### config.mk
export PLATFORM = sky130hd
export DESIGN_NAME = control_io_instruction_sequencer
export DESIGN_NICKNAME = d
export VERILOG_FILES = /design/src/verilog/seq_pkg.sv /design/src/verilog/control_io_instruction_sequencer.sv
export SDC_FILE = /design/constraint.sdc
export NUM_CORES = 1
export LEC_CHECK = 0
export BUFFER_PORTS_ARGS = -buffer_cell sky130_fd_sc_hd__buf_2
export CORE_ASPECT_RATIO = 0.6
export CORE_UTILIZATION = 58
export DETAILED_ROUTE_END_ITERATION = 12
export PLACE_DENSITY_LB_ADDON = 0.3
export SYNTH_ARGS = -nofsm -noshare
export SYNTH_HDL_FRONTEND = slang
export SYNTH_SLANG_ARGS = --single-unit
### constraint.sdc
create_clock -name clk_sys_in -period 4.5 [get_ports clk_sys_in]
set_input_delay 0.9 -clock clk_sys_in [delete_from_list [all_inputs] [get_ports clk_sys_in]]
set_output_delay 0.9 -clock clk_sys_in [all_outputs]
set_load 0.1 [all_outputs]
### src/verilog/seq_pkg.sv
// Package: opcodes, field positions, phase numbers and carried types of the control/IO sequencer.
// Assumes a single 10 MHz processor clock; no timing figure needs conversion to cycles.
package seq_pkg;
  localparam logic [7:0] OP_HALT = 8'hF0;
  localparam logic [7:0] OP_ADV_LEVEL = 8'hF1;
  localparam logic [7:0] OP_JUMP = 8'hF2;
  localparam logic [7:0] OP_START_IO = 8'hF3;
  localparam logic [7:0] OP_BRANCH_MASK = 8'hCF;
  localparam logic [7:0] OP_BRANCH_CODE = 8'hC0;
  localparam logic [7:0] OP_TEST_IO_MASK = 8'hCF;
  localparam logic [7:0] OP_TEST_IO_CODE = 8'hC1;
  localparam logic [7:0] OP_LOAD_ADDR_MASK = 8'hCF;
  localparam logic [7:0] OP_LOAD_ADDR_CODE = 8'hC2;
  // Q byte numbering is 0 = MSB, so Q bit 0 is vector bit 7
  localparam int Q_SENSE_BIT = 7;
  localparam int Q_XR_HI = 1;
  localparam int Q_XR_LO = 0;
  localparam int OP_XR_HI = 5;
  localparam int OP_XR_LO = 4;
  localparam logic [2:0] COND_FIELD_ZERO = 3'h0;
  localparam logic [15:0] ADDR_ZERO = 16'h0000;
  localparam logic [15:0] ADDR_ONE = 16'h0001;
  localparam logic [3:0] PH_0 = 4'h0;
  localparam logic [3:0] PH_4 = 4'h4;
  localparam logic [3:0] PH_5 = 4'h5;
  localparam logic [3:0] PH_8 = 4'h8;
  localparam logic [3:0] PH_9 = 4'h9;
  localparam logic [3:0] PH_SAMPLE = 4'h3;
  localparam int NUM_LEVELS = 5;

  typedef struct packed {
    logic [7:0] opcode;
    logic [7:0] q_byte;
    logic [7:0] ctrl_byte;
    logic [15:0] target;
    logic is_four_byte;
  } instr_t;

  typedef struct packed {
    logic start;
    logic program_load;
    logic alter_address;
    logic display_storage;
    logic storage_run;
    logic addr_increment;
    logic [15:0] switches;
  } console_t;

  typedef enum logic [6:0] {
    ST_RESET = 7'h01,
    ST_IDLE = 7'h02,
    ST_EXEC = 7'h04,
    ST_HALT = 7'h08,
    ST_LOAD = 7'h10,
    ST_ALTER = 7'h20,
    ST_DISPLAY = 7'h40
  } seq_state_t;
endpackage

### src/verilog/control_io_instruction_sequencer.sv
// Control/IO instruction sequencer: branch, jump, start I/O, test I/O, advance level,
// halt, load address, reset/program load, console alter and display cycles, interrupt poll.
// Assumes: instr_valid_in is a one-cycle pulse from the fetch logic on the same clock;
// condition lines and console switches come from outside and are synchronised here.
// Functional notes
// - Conditional branch tests condition register and loads target into recall register.
// - Q bit 0 picks branch on condition true or on false.
// - Satisfied branch swaps instruction address and recall registers.
// - Jump F2 adds control byte to instruction address when condition holds.
// - Q bit 0 picks jump on condition true or on false.
// - Start I/O F3 sends device address, function and control byte to attachments.
// - Busy reply during start I/O repeats the same instruction until not busy.
// - Test I/O loads target into recall register and swaps when condition met.
// - Line B only on test I/O means not met; go on sequentially.
// - Line A only on test I/O means met; branch to target.
// - Both lines active raises processor check and output bus parity check.
// - Neither line active raises processor check and invalid device address.
// - Four-byte load address puts two-byte address in index register by Q bits 6-7.
// - Three-byte form adds last byte to op-selected index register, stores by Q bits.
// - Advance level F1 repeats while tested I/O condition still exists.
// - Advance level with all-zero condition field proceeds without looping.
// - Line B only means accepted; line A only means busy, rejected.
// - Halt F0 blocks next instruction until start, shows bytes three and four.
// - Program load resets instruction address and disk data; first fetch at 0000.
// - Line B at end of load clears program-load latch and enters run.
// - Display run mode recycles skipping phase 9; increment address each cycle if on.
// - Interrupt polled at op end phases 5-8; highest level wins, selects its address.
`timescale 1ns/1ps
module control_io_instruction_sequencer
  import seq_pkg::*;
(
  input wire logic clk_sys_in,
  input wire logic rst_n_in,
  input wire logic instr_valid_in,
  input wire instr_t instr_in,
  input wire logic [5:0] cond_reg_in,
  input wire logic cond_line_a_in,
  input wire logic cond_line_b_in,
  input wire console_t console_in,
  input wire logic [NUM_LEVELS-1:0] int_request_in,
  input wire logic [NUM_LEVELS-1:0] int_enable_in,
  output logic [15:0] instruction_address_reg_out,
  output logic [15:0] address_recall_reg_out,
  output logic [15:0] storage_address_reg_out,
  output logic [7:0] disk_data_reg_out,
  output logic [15:0] index_reg1_out,
  output logic [15:0] index_reg2_out,
  output logic [7:0] output_data_bus_out,
  output logic [7:0] io_ctrl_byte_out,
  output logic io_strobe_out,
  output logic [15:0] console_display_out,
  output logic [3:0] phase_out,
  output logic instr_done_out,
  output logic processor_check_out,
  output logic bus_parity_check_out,
  output logic invalid_device_out,
  output logic parity_check_enable_out,
  output logic program_load_sequence_out,
  output logic [2:0] active_level_out,
  output logic int_granted_out
);

  typedef struct packed {
    seq_state_t st;
    logic [3:0] phase;
    instr_t ir;
    logic [15:0] instruction_address_reg;
    logic [15:0] address_recall_reg;
    logic [15:0] storage_address_reg;
    logic [7:0] ddr;
    logic [15:0] xr1;
    logic [15:0] xr2;
    logic [7:0] output_data_bus;
    logic [7:0] ctl;
    logic strobe;
    logic [15:0] disp;
    logic done;
    logic pchk;
    logic bchk;
    logic inv;
    logic par_en;
    logic load_latch;
    logic sampled;
    logic resp_a;
    logic resp_b;
    logic [2:0] level;
    logic [2:0] prev_level;
    logic granted;
    logic [NUM_LEVELS-1:0][15:0] lvl_iar;
  } state_t;

  state_t s_q;
  state_t s_d;

  // Two-stage synchronisers for pins; only stage two is read by logic
  logic [1:0] line_a_sync_q;
  logic [1:0] line_b_sync_q;
  // Console word passes as one struct; operator switches are static while a key is pressed
  console_t console_s1_q;
  console_t console_s2_q;
  logic line_a;
  logic line_b;
  logic start_key;
  logic load_key;
  logic run_mode;

  always_ff @(posedge clk_sys_in or negedge rst_n_in) begin
    if (!rst_n_in) begin
      line_a_sync_q <= 2'h0;
      line_b_sync_q <= 2'h0;
      console_s1_q <= '0;
      console_s2_q <= '0;
    end else begin
      line_a_sync_q <= {line_a_sync_q[0], cond_line_a_in};
      line_b_sync_q <= {line_b_sync_q[0], cond_line_b_in};
      console_s1_q <= console_in;
      console_s2_q <= console_s1_q;
    end
  end

  assign line_a = line_a_sync_q[1];
  assign line_b = line_b_sync_q[1];
  assign start_key = console_s2_q.start;
  assign load_key = console_s2_q.program_load;
  assign run_mode = console_s2_q.storage_run;

  // Decode helpers
  logic is_command;
  logic is_branch;
  logic is_test_io;
  logic is_load_addr;
  logic cond_hit;
  logic sense_true;
  logic [15:0] sel_xr;
  logic [2:0] best_level;
  logic any_int;

  // Op bits 2-3 both set mark the command group; without this halt would decode as a branch
  assign is_command = &s_q.ir.opcode[OP_XR_HI:OP_XR_LO];
  assign is_branch = ((s_q.ir.opcode & OP_BRANCH_MASK) == OP_BRANCH_CODE) && !is_command;
  assign is_test_io = ((s_q.ir.opcode & OP_TEST_IO_MASK) == OP_TEST_IO_CODE) && !is_command;
  assign is_load_addr = ((s_q.ir.opcode & OP_LOAD_ADDR_MASK) == OP_LOAD_ADDR_CODE) && !is_command;
  assign sense_true = s_q.ir.q_byte[Q_SENSE_BIT];
  // Any selected condition bit counts; Q bit 0 clear inverts the sense
  assign cond_hit = ((|(cond_reg_in & s_q.ir.q_byte[5:0])) == sense_true);
  assign sel_xr = s_q.ir.opcode[OP_XR_LO] ? s_q.xr1 : s_q.xr2;

  // Priority: lowest index is the highest level
  always_comb begin
    best_level = 3'h0;
    any_int = 1'b0;
    for (int i = NUM_LEVELS - 1; i >= 0; i--) begin
      if (int_request_in[i] && int_enable_in[i]) begin
        best_level = 3'(i);
        any_int = 1'b1;
      end
    end
  end

  // Next-state logic
  always_comb begin
    s_d = s_q;
    s_d.strobe = 1'b0;
    s_d.done = 1'b0;
    s_d.granted = 1'b0;
    s_d.phase = (s_q.phase == PH_9) ? PH_0 : s_q.phase + 4'h1;
    unique case (s_q.st)
      ST_RESET: begin
        s_d.instruction_address_reg = ADDR_ZERO;
        s_d.ddr = 8'h00;
        s_d.par_en = 1'b0;
        if (s_q.phase == PH_9) begin
          s_d.st = s_q.load_latch ? ST_LOAD : ST_IDLE;
          s_d.par_en = 1'b1;
          s_d.storage_address_reg = ADDR_ZERO;
        end
      end
      ST_LOAD: begin
        if (line_b) begin
          s_d.load_latch = 1'b0;
          s_d.st = ST_IDLE;
        end
      end
      ST_IDLE: begin
        s_d.phase = PH_0;
        if (load_key) begin
          s_d.load_latch = 1'b1;
          s_d.st = ST_RESET;
        end else if (console_s2_q.alter_address && start_key) begin
          s_d.st = ST_ALTER;
        end else if (console_s2_q.display_storage && start_key) begin
          s_d.st = ST_DISPLAY;
        end else if (instr_valid_in) begin
          s_d.ir = instr_in;
          s_d.sampled = 1'b0;
          s_d.st = ST_EXEC;
        end
      end
      ST_ALTER: begin
        if (s_q.phase == PH_4 && start_key) s_d.phase = PH_4;
        if (s_q.phase == PH_0) s_d.instruction_address_reg = console_s2_q.switches;
        if (s_q.phase == PH_9) begin
          s_d.storage_address_reg = s_q.instruction_address_reg;
          s_d.st = ST_IDLE;
        end
      end
      ST_DISPLAY: begin
        s_d.storage_address_reg = s_q.instruction_address_reg;
        if (run_mode && s_q.phase == PH_8) s_d.phase = PH_0;
        if (console_s2_q.addr_increment && (s_q.phase == PH_8 || s_q.phase == PH_9)) begin
          if (run_mode || s_q.phase == PH_9) s_d.instruction_address_reg = s_q.instruction_address_reg + ADDR_ONE;
        end
        if (!run_mode && s_q.phase == PH_4 && start_key) s_d.phase = PH_4;
        if (!run_mode && s_q.phase == PH_9) s_d.st = ST_IDLE;
      end
      ST_HALT: begin
        s_d.disp = {s_q.ir.ctrl_byte, s_q.ir.target[7:0]};
        s_d.phase = PH_0;
        if (start_key) s_d.st = ST_IDLE;
      end
      ST_EXEC: begin
        // One sample of the lines per instruction, held to its end
        if (s_q.phase == PH_SAMPLE && !s_q.sampled) begin
          s_d.sampled = 1'b1;
          s_d.resp_a = line_a;
          s_d.resp_b = line_b;
        end
        if (s_q.phase == PH_0 && (s_q.ir.opcode == OP_START_IO || s_q.ir.opcode == OP_ADV_LEVEL ||
            is_test_io)) begin
          s_d.output_data_bus = s_q.ir.q_byte;
          s_d.ctl = s_q.ir.ctrl_byte;
          s_d.strobe = 1'b1;
        end
        if (s_q.phase == PH_5) begin
          if (is_branch || is_test_io) s_d.address_recall_reg = s_q.ir.target;
        end
        if (s_q.phase == PH_9) begin
          s_d.done = 1'b1;
          s_d.st = ST_IDLE;
          if (is_branch && cond_hit) begin
            s_d.instruction_address_reg = s_q.ir.target;
            s_d.address_recall_reg = s_q.instruction_address_reg;
          end else if (s_q.ir.opcode == OP_JUMP && cond_hit) begin
            s_d.instruction_address_reg = s_q.instruction_address_reg + {8'h00, s_q.ir.ctrl_byte};
          end else if (is_load_addr) begin
            if (s_q.ir.is_four_byte) begin
              if (s_q.ir.q_byte[Q_XR_LO]) s_d.xr1 = s_q.ir.target;
              if (s_q.ir.q_byte[Q_XR_HI]) s_d.xr2 = s_q.ir.target;
            end else begin
              if (s_q.ir.q_byte[Q_XR_LO]) s_d.xr1 = sel_xr + {8'h00, s_q.ir.target[7:0]};
              if (s_q.ir.q_byte[Q_XR_HI]) s_d.xr2 = sel_xr + {8'h00, s_q.ir.target[7:0]};
            end
          end else if (s_q.ir.opcode == OP_HALT) begin
            s_d.st = ST_HALT;
            s_d.done = 1'b0;
          end else if (s_q.ir.opcode == OP_START_IO || s_q.ir.opcode == OP_ADV_LEVEL || is_test_io) begin
            if (s_q.resp_a && s_q.resp_b) begin
              s_d.pchk = 1'b1;
              s_d.bchk = 1'b1;
            end else if (!s_q.resp_a && !s_q.resp_b) begin
              if (!(s_q.ir.opcode == OP_ADV_LEVEL && s_q.ir.q_byte[2:0] == COND_FIELD_ZERO)) begin
                s_d.pchk = 1'b1;
                s_d.inv = 1'b1;
              end
            end else if (is_test_io && s_q.resp_a) begin
              s_d.instruction_address_reg = s_q.ir.target;
              s_d.address_recall_reg = s_q.instruction_address_reg;
            end else if (s_q.resp_a && !(s_q.ir.opcode == OP_ADV_LEVEL &&
                         s_q.ir.q_byte[2:0] == COND_FIELD_ZERO)) begin
              // Busy or condition persists: rerun same instruction
              s_d.st = ST_EXEC;
              s_d.sampled = 1'b0;
              s_d.done = 1'b0;
            end
            // Line B only: fall through to the next instruction
          end
        end
        // Interrupt poll during op-end phases 5 to 8
        if (s_q.phase >= PH_5 && s_q.phase <= PH_8 && any_int && s_q.level != best_level) begin
          s_d.granted = (s_q.phase == PH_8);
          if (s_q.phase == PH_8) begin
            s_d.level = best_level;
            s_d.prev_level = s_q.level;
          end
        end
      end
      default: s_d.st = ST_RESET;
    endcase
    // Level switch swaps in that level's saved instruction address
    // Swap falls in the closing phase, so the finished instruction's address is what gets saved
    if (s_q.granted) begin
      s_d.lvl_iar[s_q.prev_level] = s_d.instruction_address_reg;
      s_d.instruction_address_reg = s_q.lvl_iar[s_q.level];
    end
  end

  always_ff @(posedge clk_sys_in or negedge rst_n_in) begin
    if (!rst_n_in) begin
      s_q <= '0;
      s_q.st <= ST_RESET;
    end else begin
      s_q <= s_d;
    end
  end

  // All outputs straight from the state register
  assign instruction_address_reg_out = s_q.instruction_address_reg;
  assign address_recall_reg_out = s_q.address_recall_reg;
  assign storage_address_reg_out = s_q.storage_address_reg;
  assign disk_data_reg_out = s_q.ddr;
  assign index_reg1_out = s_q.xr1;
  assign index_reg2_out = s_q.xr2;
  assign output_data_bus_out = s_q.output_data_bus;
  assign io_ctrl_byte_out = s_q.ctl;
  assign io_strobe_out = s_q.strobe;
  assign console_display_out = s_q.disp;
  assign phase_out = s_q.phase;
  assign instr_done_out = s_q.done;
  assign processor_check_out = s_q.pchk;
  assign bus_parity_check_out = s_q.bchk;
  assign invalid_device_out = s_q.inv;
  assign parity_check_enable_out = s_q.par_en;
  assign program_load_sequence_out = s_q.load_latch;
  assign active_level_out = s_q.level;
  assign int_granted_out = s_q.granted;

  // Assertions
  property p_load_clear;
    @(posedge clk_sys_in) disable iff (!rst_n_in)
      (s_q.st == ST_LOAD && line_b) |=> !s_q.load_latch;
  endproperty
  a_load_clear: assert property (p_load_clear) else $error("load latch not cleared");

  property p_reset_zero;
    @(posedge clk_sys_in) disable iff (!rst_n_in)
      (s_q.st == ST_RESET) |=> (s_q.instruction_address_reg == ADDR_ZERO && s_q.ddr == 8'h00);
  endproperty
  a_reset_zero: assert property (p_reset_zero) else $error("reset did not zero registers");

  property p_both_lines;
    @(posedge clk_sys_in) disable iff (!rst_n_in)
      (s_q.st == ST_EXEC && s_q.phase == PH_9 && is_test_io && s_q.resp_a && s_q.resp_b)
      |=> (processor_check_out && bus_parity_check_out);
  endproperty
  a_both_lines: assert property (p_both_lines) else $error("both lines not flagged");

  property p_no_lines;
    @(posedge clk_sys_in) disable iff (!rst_n_in)
      (s_q.st == ST_EXEC && s_q.phase == PH_9 && is_test_io && !s_q.resp_a && !s_q.resp_b)
      |=> (processor_check_out && invalid_device_out);
  endproperty
  a_no_lines: assert property (p_no_lines) else $error("silent device not flagged");

  property p_sio_busy;
    @(posedge clk_sys_in) disable iff (!rst_n_in)
      (s_q.st == ST_EXEC && s_q.phase == PH_9 && s_q.ir.opcode == OP_START_IO && s_q.resp_a && !s_q.resp_b)
      |=> (s_q.st == ST_EXEC && s_q.phase == PH_0 && !instr_done_out);
  endproperty
  a_sio_busy: assert property (p_sio_busy) else $error("busy start not repeated");

  property p_halt_hold;
    @(posedge clk_sys_in) disable iff (!rst_n_in)
      (s_q.st == ST_HALT && !start_key) |=> (s_q.st == ST_HALT);
  endproperty
  a_halt_hold: assert property (p_halt_hold) else $error("halt left without start");

  property p_alter_sar;
    @(posedge clk_sys_in) disable iff (!rst_n_in)
      (s_q.st == ST_ALTER && s_q.phase == PH_9) |=> (storage_address_reg_out == $past(s_q.instruction_address_reg));
  endproperty
  a_alter_sar: assert property (p_alter_sar) else $error("storage address not loaded");

  property p_sample_once;
    @(posedge clk_sys_in) disable iff (!rst_n_in)
      (s_q.st == ST_EXEC && s_q.sampled && s_q.phase != PH_9) |=> $stable(s_q.resp_a);
  endproperty
  a_sample_once: assert property (p_sample_once) else $error("response resampled");

endmodule // control_io_instruction_sequencer

# [After elaboration in Yosys (flattened, before gate mapping)]
# Cells that the tools add are included.
[classes] reduce_logical=62 n_addsub=4 eq_ne=34 muxes=110 bitwise_logic=10 order_cmp=5
[ops] cell="two-way mux 32 bit" count=9
[ops] cell="two-way mux 16 bit" count=17
[ops] cell="two-way mux 7 bit" count=18
[ops] cell="bitwise mux 80 bit" count=1
[ops] cell="case mux 16 bit (4 select lines)" count=1
[ops] cell="case mux 7 bit (7 select lines)" count=1
[ops] cell="binary-select mux 16 bit (select 3 bit)" count=1
[ops] cell="demux 16 bit (select 3 bit)" count=1
[ops] cell="case mux 16 bit (3 select lines)" count=1
[ops] cell="two-way mux 4 bit" count=10
[ops] cell="two-way mux 1 bit" count=38
[ops] cell="adder 16 x 8 -> 16 bit" count=2
[ops] cell="== test 8 bit (second input constant)" count=4
[ops] cell="logical AND 1 bit" count=29
[ops] cell="two-way mux 3 bit" count=8
[ops] cell="!= test 2 bit (second input constant)" count=12
[ops] cell="== test 6 bit (second input constant)" count=3
[ops] cell="adder 16 x 1 -> 16 bit (second input constant)" count=1
[ops] cell="case mux 4 bit (3 select lines)" count=1
[ops] cell="AND reduction 6 bit" count=2
[ops] cell="AND reduction 10 bit" count=1
[ops] cell="AND reduction 5 bit" count=2
[ops] cell="inverter 1 bit" count=9
[ops] cell="AND reduction 3 bit" count=3
[ops] cell="33 further kinds" count=50
[totals] wordCells=274 out_inout_bits=135 regBits=309 input_bits=84

# [Longest topological paths before layout]
[depth] word_depth=17 mapped_depth=13 mapped_depth_nobuf=11

# [Worst setup path before layout]
# No wires, ideal clock.
[synth_path] path_kind="register to register" from="reg s_q[254] in the netlist's numbering" to="reg s_q (netlist bit index_reg1_out[12])" stages_incl_launch_ff=14 setup_ns=0.136 t_arrival_ns=3.106 path_buffers=2 synth_period_minus_slack_ns=3.242 required_ns=4.364 slack_ns=1.258 path_cell_list="dfrtp_1 > buf_2 > buf_1 > mux2_2 > ha_1 > inv_1 > fa_1 > nor2b_1 > o21ai_0 > a21boi_0 > o21ai_0 > a211oi_1 > mux2i_1 > o211ai_1"
[synth_between] elab_chain_len=6 elab_cells_between_ends=14 cone_classes="1 x add/sub; 1 x eq/ne; 3 x mux; 2 x bitwise; 7 x reduce/logical"
[synth_rtl] item="start: declaration" line_no="control_io_instruction_sequencer.sv:92" source="state_t s_q;"
[synth_rtl] item="parallel branches: the longest is 6 deep, another holds adder 16 x 8 -> 16 bit"
# Several ways; the timed one is not identified. The select of a mux whose other input is x is not followed.
# A chain may end at the register's enable or synchronous reset.

# [Worst setup path in the final report]
[layout_path] from="reg s_q[254] in the netlist's numbering" to="reg s_q (netlist bit index_reg2_out[14])"
[layout_between] elab_chain_len=6 elab_cells_between_ends=14 cone_classes="1 x add/sub; 1 x eq/ne; 3 x mux; 2 x bitwise; 7 x reduce/logical"
[layout_rtl] item="parallel branches: the longest is 6 deep, another holds adder 16 x 8 -> 16 bit"
# Several ways; the timed one is not identified. The select of a mux whose other input is x is not followed.

==> results.toml <==
[timing]
fmax_mhz = 259
min_period_over_period_pct = 85.7
setup_tns_ps = 0
worstMarginPinSlew_ps = 1360
setup_viol_count_final = 0
fin_skew_ps = 14.2
max-slew-margin-rel_pct = 9.14
slew_viol_final = 0
post-route-min-period_ps = 3850
report.final.hold_viol_count = 0
rsz0062_at_grt = "no"

[detailed_routing]
avgRoutedWirePerCell_um = 22.1
finalWirelength_um = 42600
drt_pass1_iterations = 7
drt_iter0_markers = 1657
ant_nets = 0
routed_via_density = 6.25
drcViolationCount = 0
via_count = 12000

[cts]
postCtsHoldBufs = 0
h-tree-depth = 1
postCtsSetupBuffers = 0
clkSlewWorstSetupHoldPaths_ps = 60
clock-sinks = 309
tritoncts = "done"
cts.repair.resized = 0
cts-root-buf = "clkbuf_16"
cts_inserted_buffers = 28
clockBufferDepth = 3
clk_latency_ps = 570

[power]
p_comb_share_pct = 22.0
p_int_w = 0.00518
irDropWorstVdd_mv = 0.371
switching_share_pct = 35.1
p_per_area_nw_per_um2 = 468
seq_power_share_pct = 45.2
p_leak_nw = 7.88
p_clk_share_pct = 32.8
p_switching_w = 0.00280

[floorplan]
die_y_um = 129
rows = 46
io_pins = 219
core_area_um2 = 26400
die_width_um = 214
initial_core_util_pct = 59.2
dieArea_um2 = 27600

[global_route]
grt_max_degree = 158
grt_pass1_vias = 11200
track_usage_pct = 30.6
antenna_found_initial = 0
grt_pass1_wl_um = 65700
grt_overflow = 0

[synthesis]
yosysMostFrequentCell = "dfrtp_1"
synth_cell_types = 91
syn_area_per_cell_um2 = 10.5
synth.area.mux_share_pct = 10.1
syn_area_um2 = 15600
synth_edf_count = 0
synth.area.top_cells = "dfrtp_1 49%, mux2_2 6.6%, buf_4 6.2%"
synth_compound_area_share_pct = 16.1
netlist.area_leader.share_pct = 49.3
syn_inst = 1489
synth.largest_area_cell = "dfrtp_1"
synth_fa_ha_area_share_pct = 1.78
synthSimpleGateAreaFrac_pct = 13.1
synth_ff_type = "dfrtp_1"
synth_top_family_by_area = "compound AO/OA/AOI/OAI gates"
ys_seq_area_share_pct = 49.5
ys_seq_elements = 309
netlist_top_cells_count = "308 x dfrtp_1, 172 x nand2_1, 129 x buf_4"
synth_xor_area_share_pct = 0.672
yosys_warnings = 0
async_flop_share_pct = 100

[placed_design]
port_buffers = 210
dp.final_hpwl_um = 29900
finalWeightedCongestion = 0.951

[run_status]
status = "complete, no violations"

[worst_setup_path]
required_ps = 4900
path_class = "flip-flop to flip-flop"
critPathMaxFanout = 21
start_kind = "flip-flop"
end_kind = "flip-flop"
cp.arrival_ps = 4260

[layout]
area_delta_synth_final_pct = 9.08
post-route-util_pct = 64.6
num_antenna_cells = 0
drive_gt1_share_pct = 26.8
fillers = 2040
layout.nets = 1654

[run]
drv_cap = 0

[min_path]
min_path_type = "input pin to async pin"
power by group through the flow:
stage	Combinational, W	Sequential (W)	Clock (W)
global route	0.00188	0.00363	0.00274
global placement	0.00168	0.00361	0
floorplan	0.00142	0.00334	0
detailed placement	0.00172	0.00362	0
finish	0.00176	0.00361	0.00261
CTS	0.00173	0.00357	0.00263
routing by layer:
layer | part of all wire [%] | wire [um] | global-route usage, % | up-vias
met4 | 2.2 | 946 | 6.73 | 0
li1 | - | - | - | 5381
met3 | 12 | 5270 | 9.34 | 95
met2 | 40 | 17100 | 41.8 | 698
met5 | 0 | 0 | 0 | -
met1 | 45 | 19200 | 47.3 | 5875
sequential cells by signal (all words and copies together), names as in the netlist, 2 cells and up:
name                         count
index_reg1_out                  16
console_s1_q                    22
output_data_bus_out              8
io_ctrl_byte_out                 8
active_level_out                 3
address_recall_reg_out          16
instruction_address_reg_out     16
index_reg2_out                  16
console_s2_q                    19
phase_out                        4
s_q                            134
console_display_out             16
storage_address_reg_out         16
line_b_sync_q                    2
line_a_sync_q                    2
final cells by class:
type / instances / area [um^2] / share of cell area (%)
Multi-Input combinational cell: 960 / 6570 / 38.5
Tap cell: 360 / 450 / 2.64
Clock buffer: 41 / 861 / 5.05
Sequential cell: 309 / 7730 / 45.3
Inverter: 25 / 93.8 / 0.550
Clock inverter: 9 / 148 / 0.866
Timing Repair Buffer: 225 / 1200 / 7.03
metrics by stage:
step	setup WS [ps]	cell area, um^2	std cells	hold WS, ps	total power (W)
6_report	645	17100	1929	104	0.00798
5_1_grt	484	17100	1929	96.6	0.00825
4_1_cts	773	17100	1929	98.7	0.00794
3_5_place_dp	784	16000	1879	335	0.00534
3_3_place_gp	933	16000	1879	334	0.00529
2_1_floorplan	1260	15700	1496	331	0.00476
placed cells by master, fill, tap and decap left out, types with 13 or more instances in the layout:
cell type / synthesis / routed
mux2i_1: 19 / 19
clkbuf_16: 0 / 29
and3_1: 14 / 14
o21ai_0: 92 / 92
buf_4: 129 / 13
nand2_1: 172 / 172
mux4_2: 16 / 16
nor3_1: 27 / 25
nand3_1: 40 / 39
a2bb2oi_1: 17 / 17
o31ai_1: 14 / 14
inv_1: 23 / 23
dfrtp_1: 308 / 308
o22ai_1: 19 / 19
ha_1: 19 / 19
a221oi_1: 20 / 20
buf_2: 10 / 209
mux2_2: 91 / 91
a21oi_1: 79 / 79
nor2_1: 74 / 74
o211ai_1: 17 / 17
path summary, 6_finish.rpt:
check	from	to	slack (ps)	depth (start not counted)
min in group clk_sys_in	console_s1_q[15]	console_s2_q[15]	350	0
max reg2reg	s_q[254]	index_reg2_out[14]	650	11
max	s_q[254]	index_reg2_out[14]	650	11
min	rst_n_in	console_display_out[3]	100	1
min reg2reg	console_s1_q[15]	console_s2_q[15]	350	0
max in group asynchronous	rst_n_in	s_q[70]	3360	2
worst max-delay path, stage by stage (launching register included):
cell,delay [ps]
dfrtp_1,910
mux2_2,310
ha_1,180
inv_1,70
fa_1,420
nor2b_1,170
o21ai_0,130
a21boi_0,340
o21ai_0,210
a211oi_1,560
mux2i_1,270
o211ai_1,110
kinds of logic after synthesis:
family,after synthesis
buf+inv,227
mux,126
xor+xnor,12
other cells,1
fa+ha+maj,21
flops,309
compound gates,371
simple gates,422
Note: power is estimated with default switching activity, not from simulation.
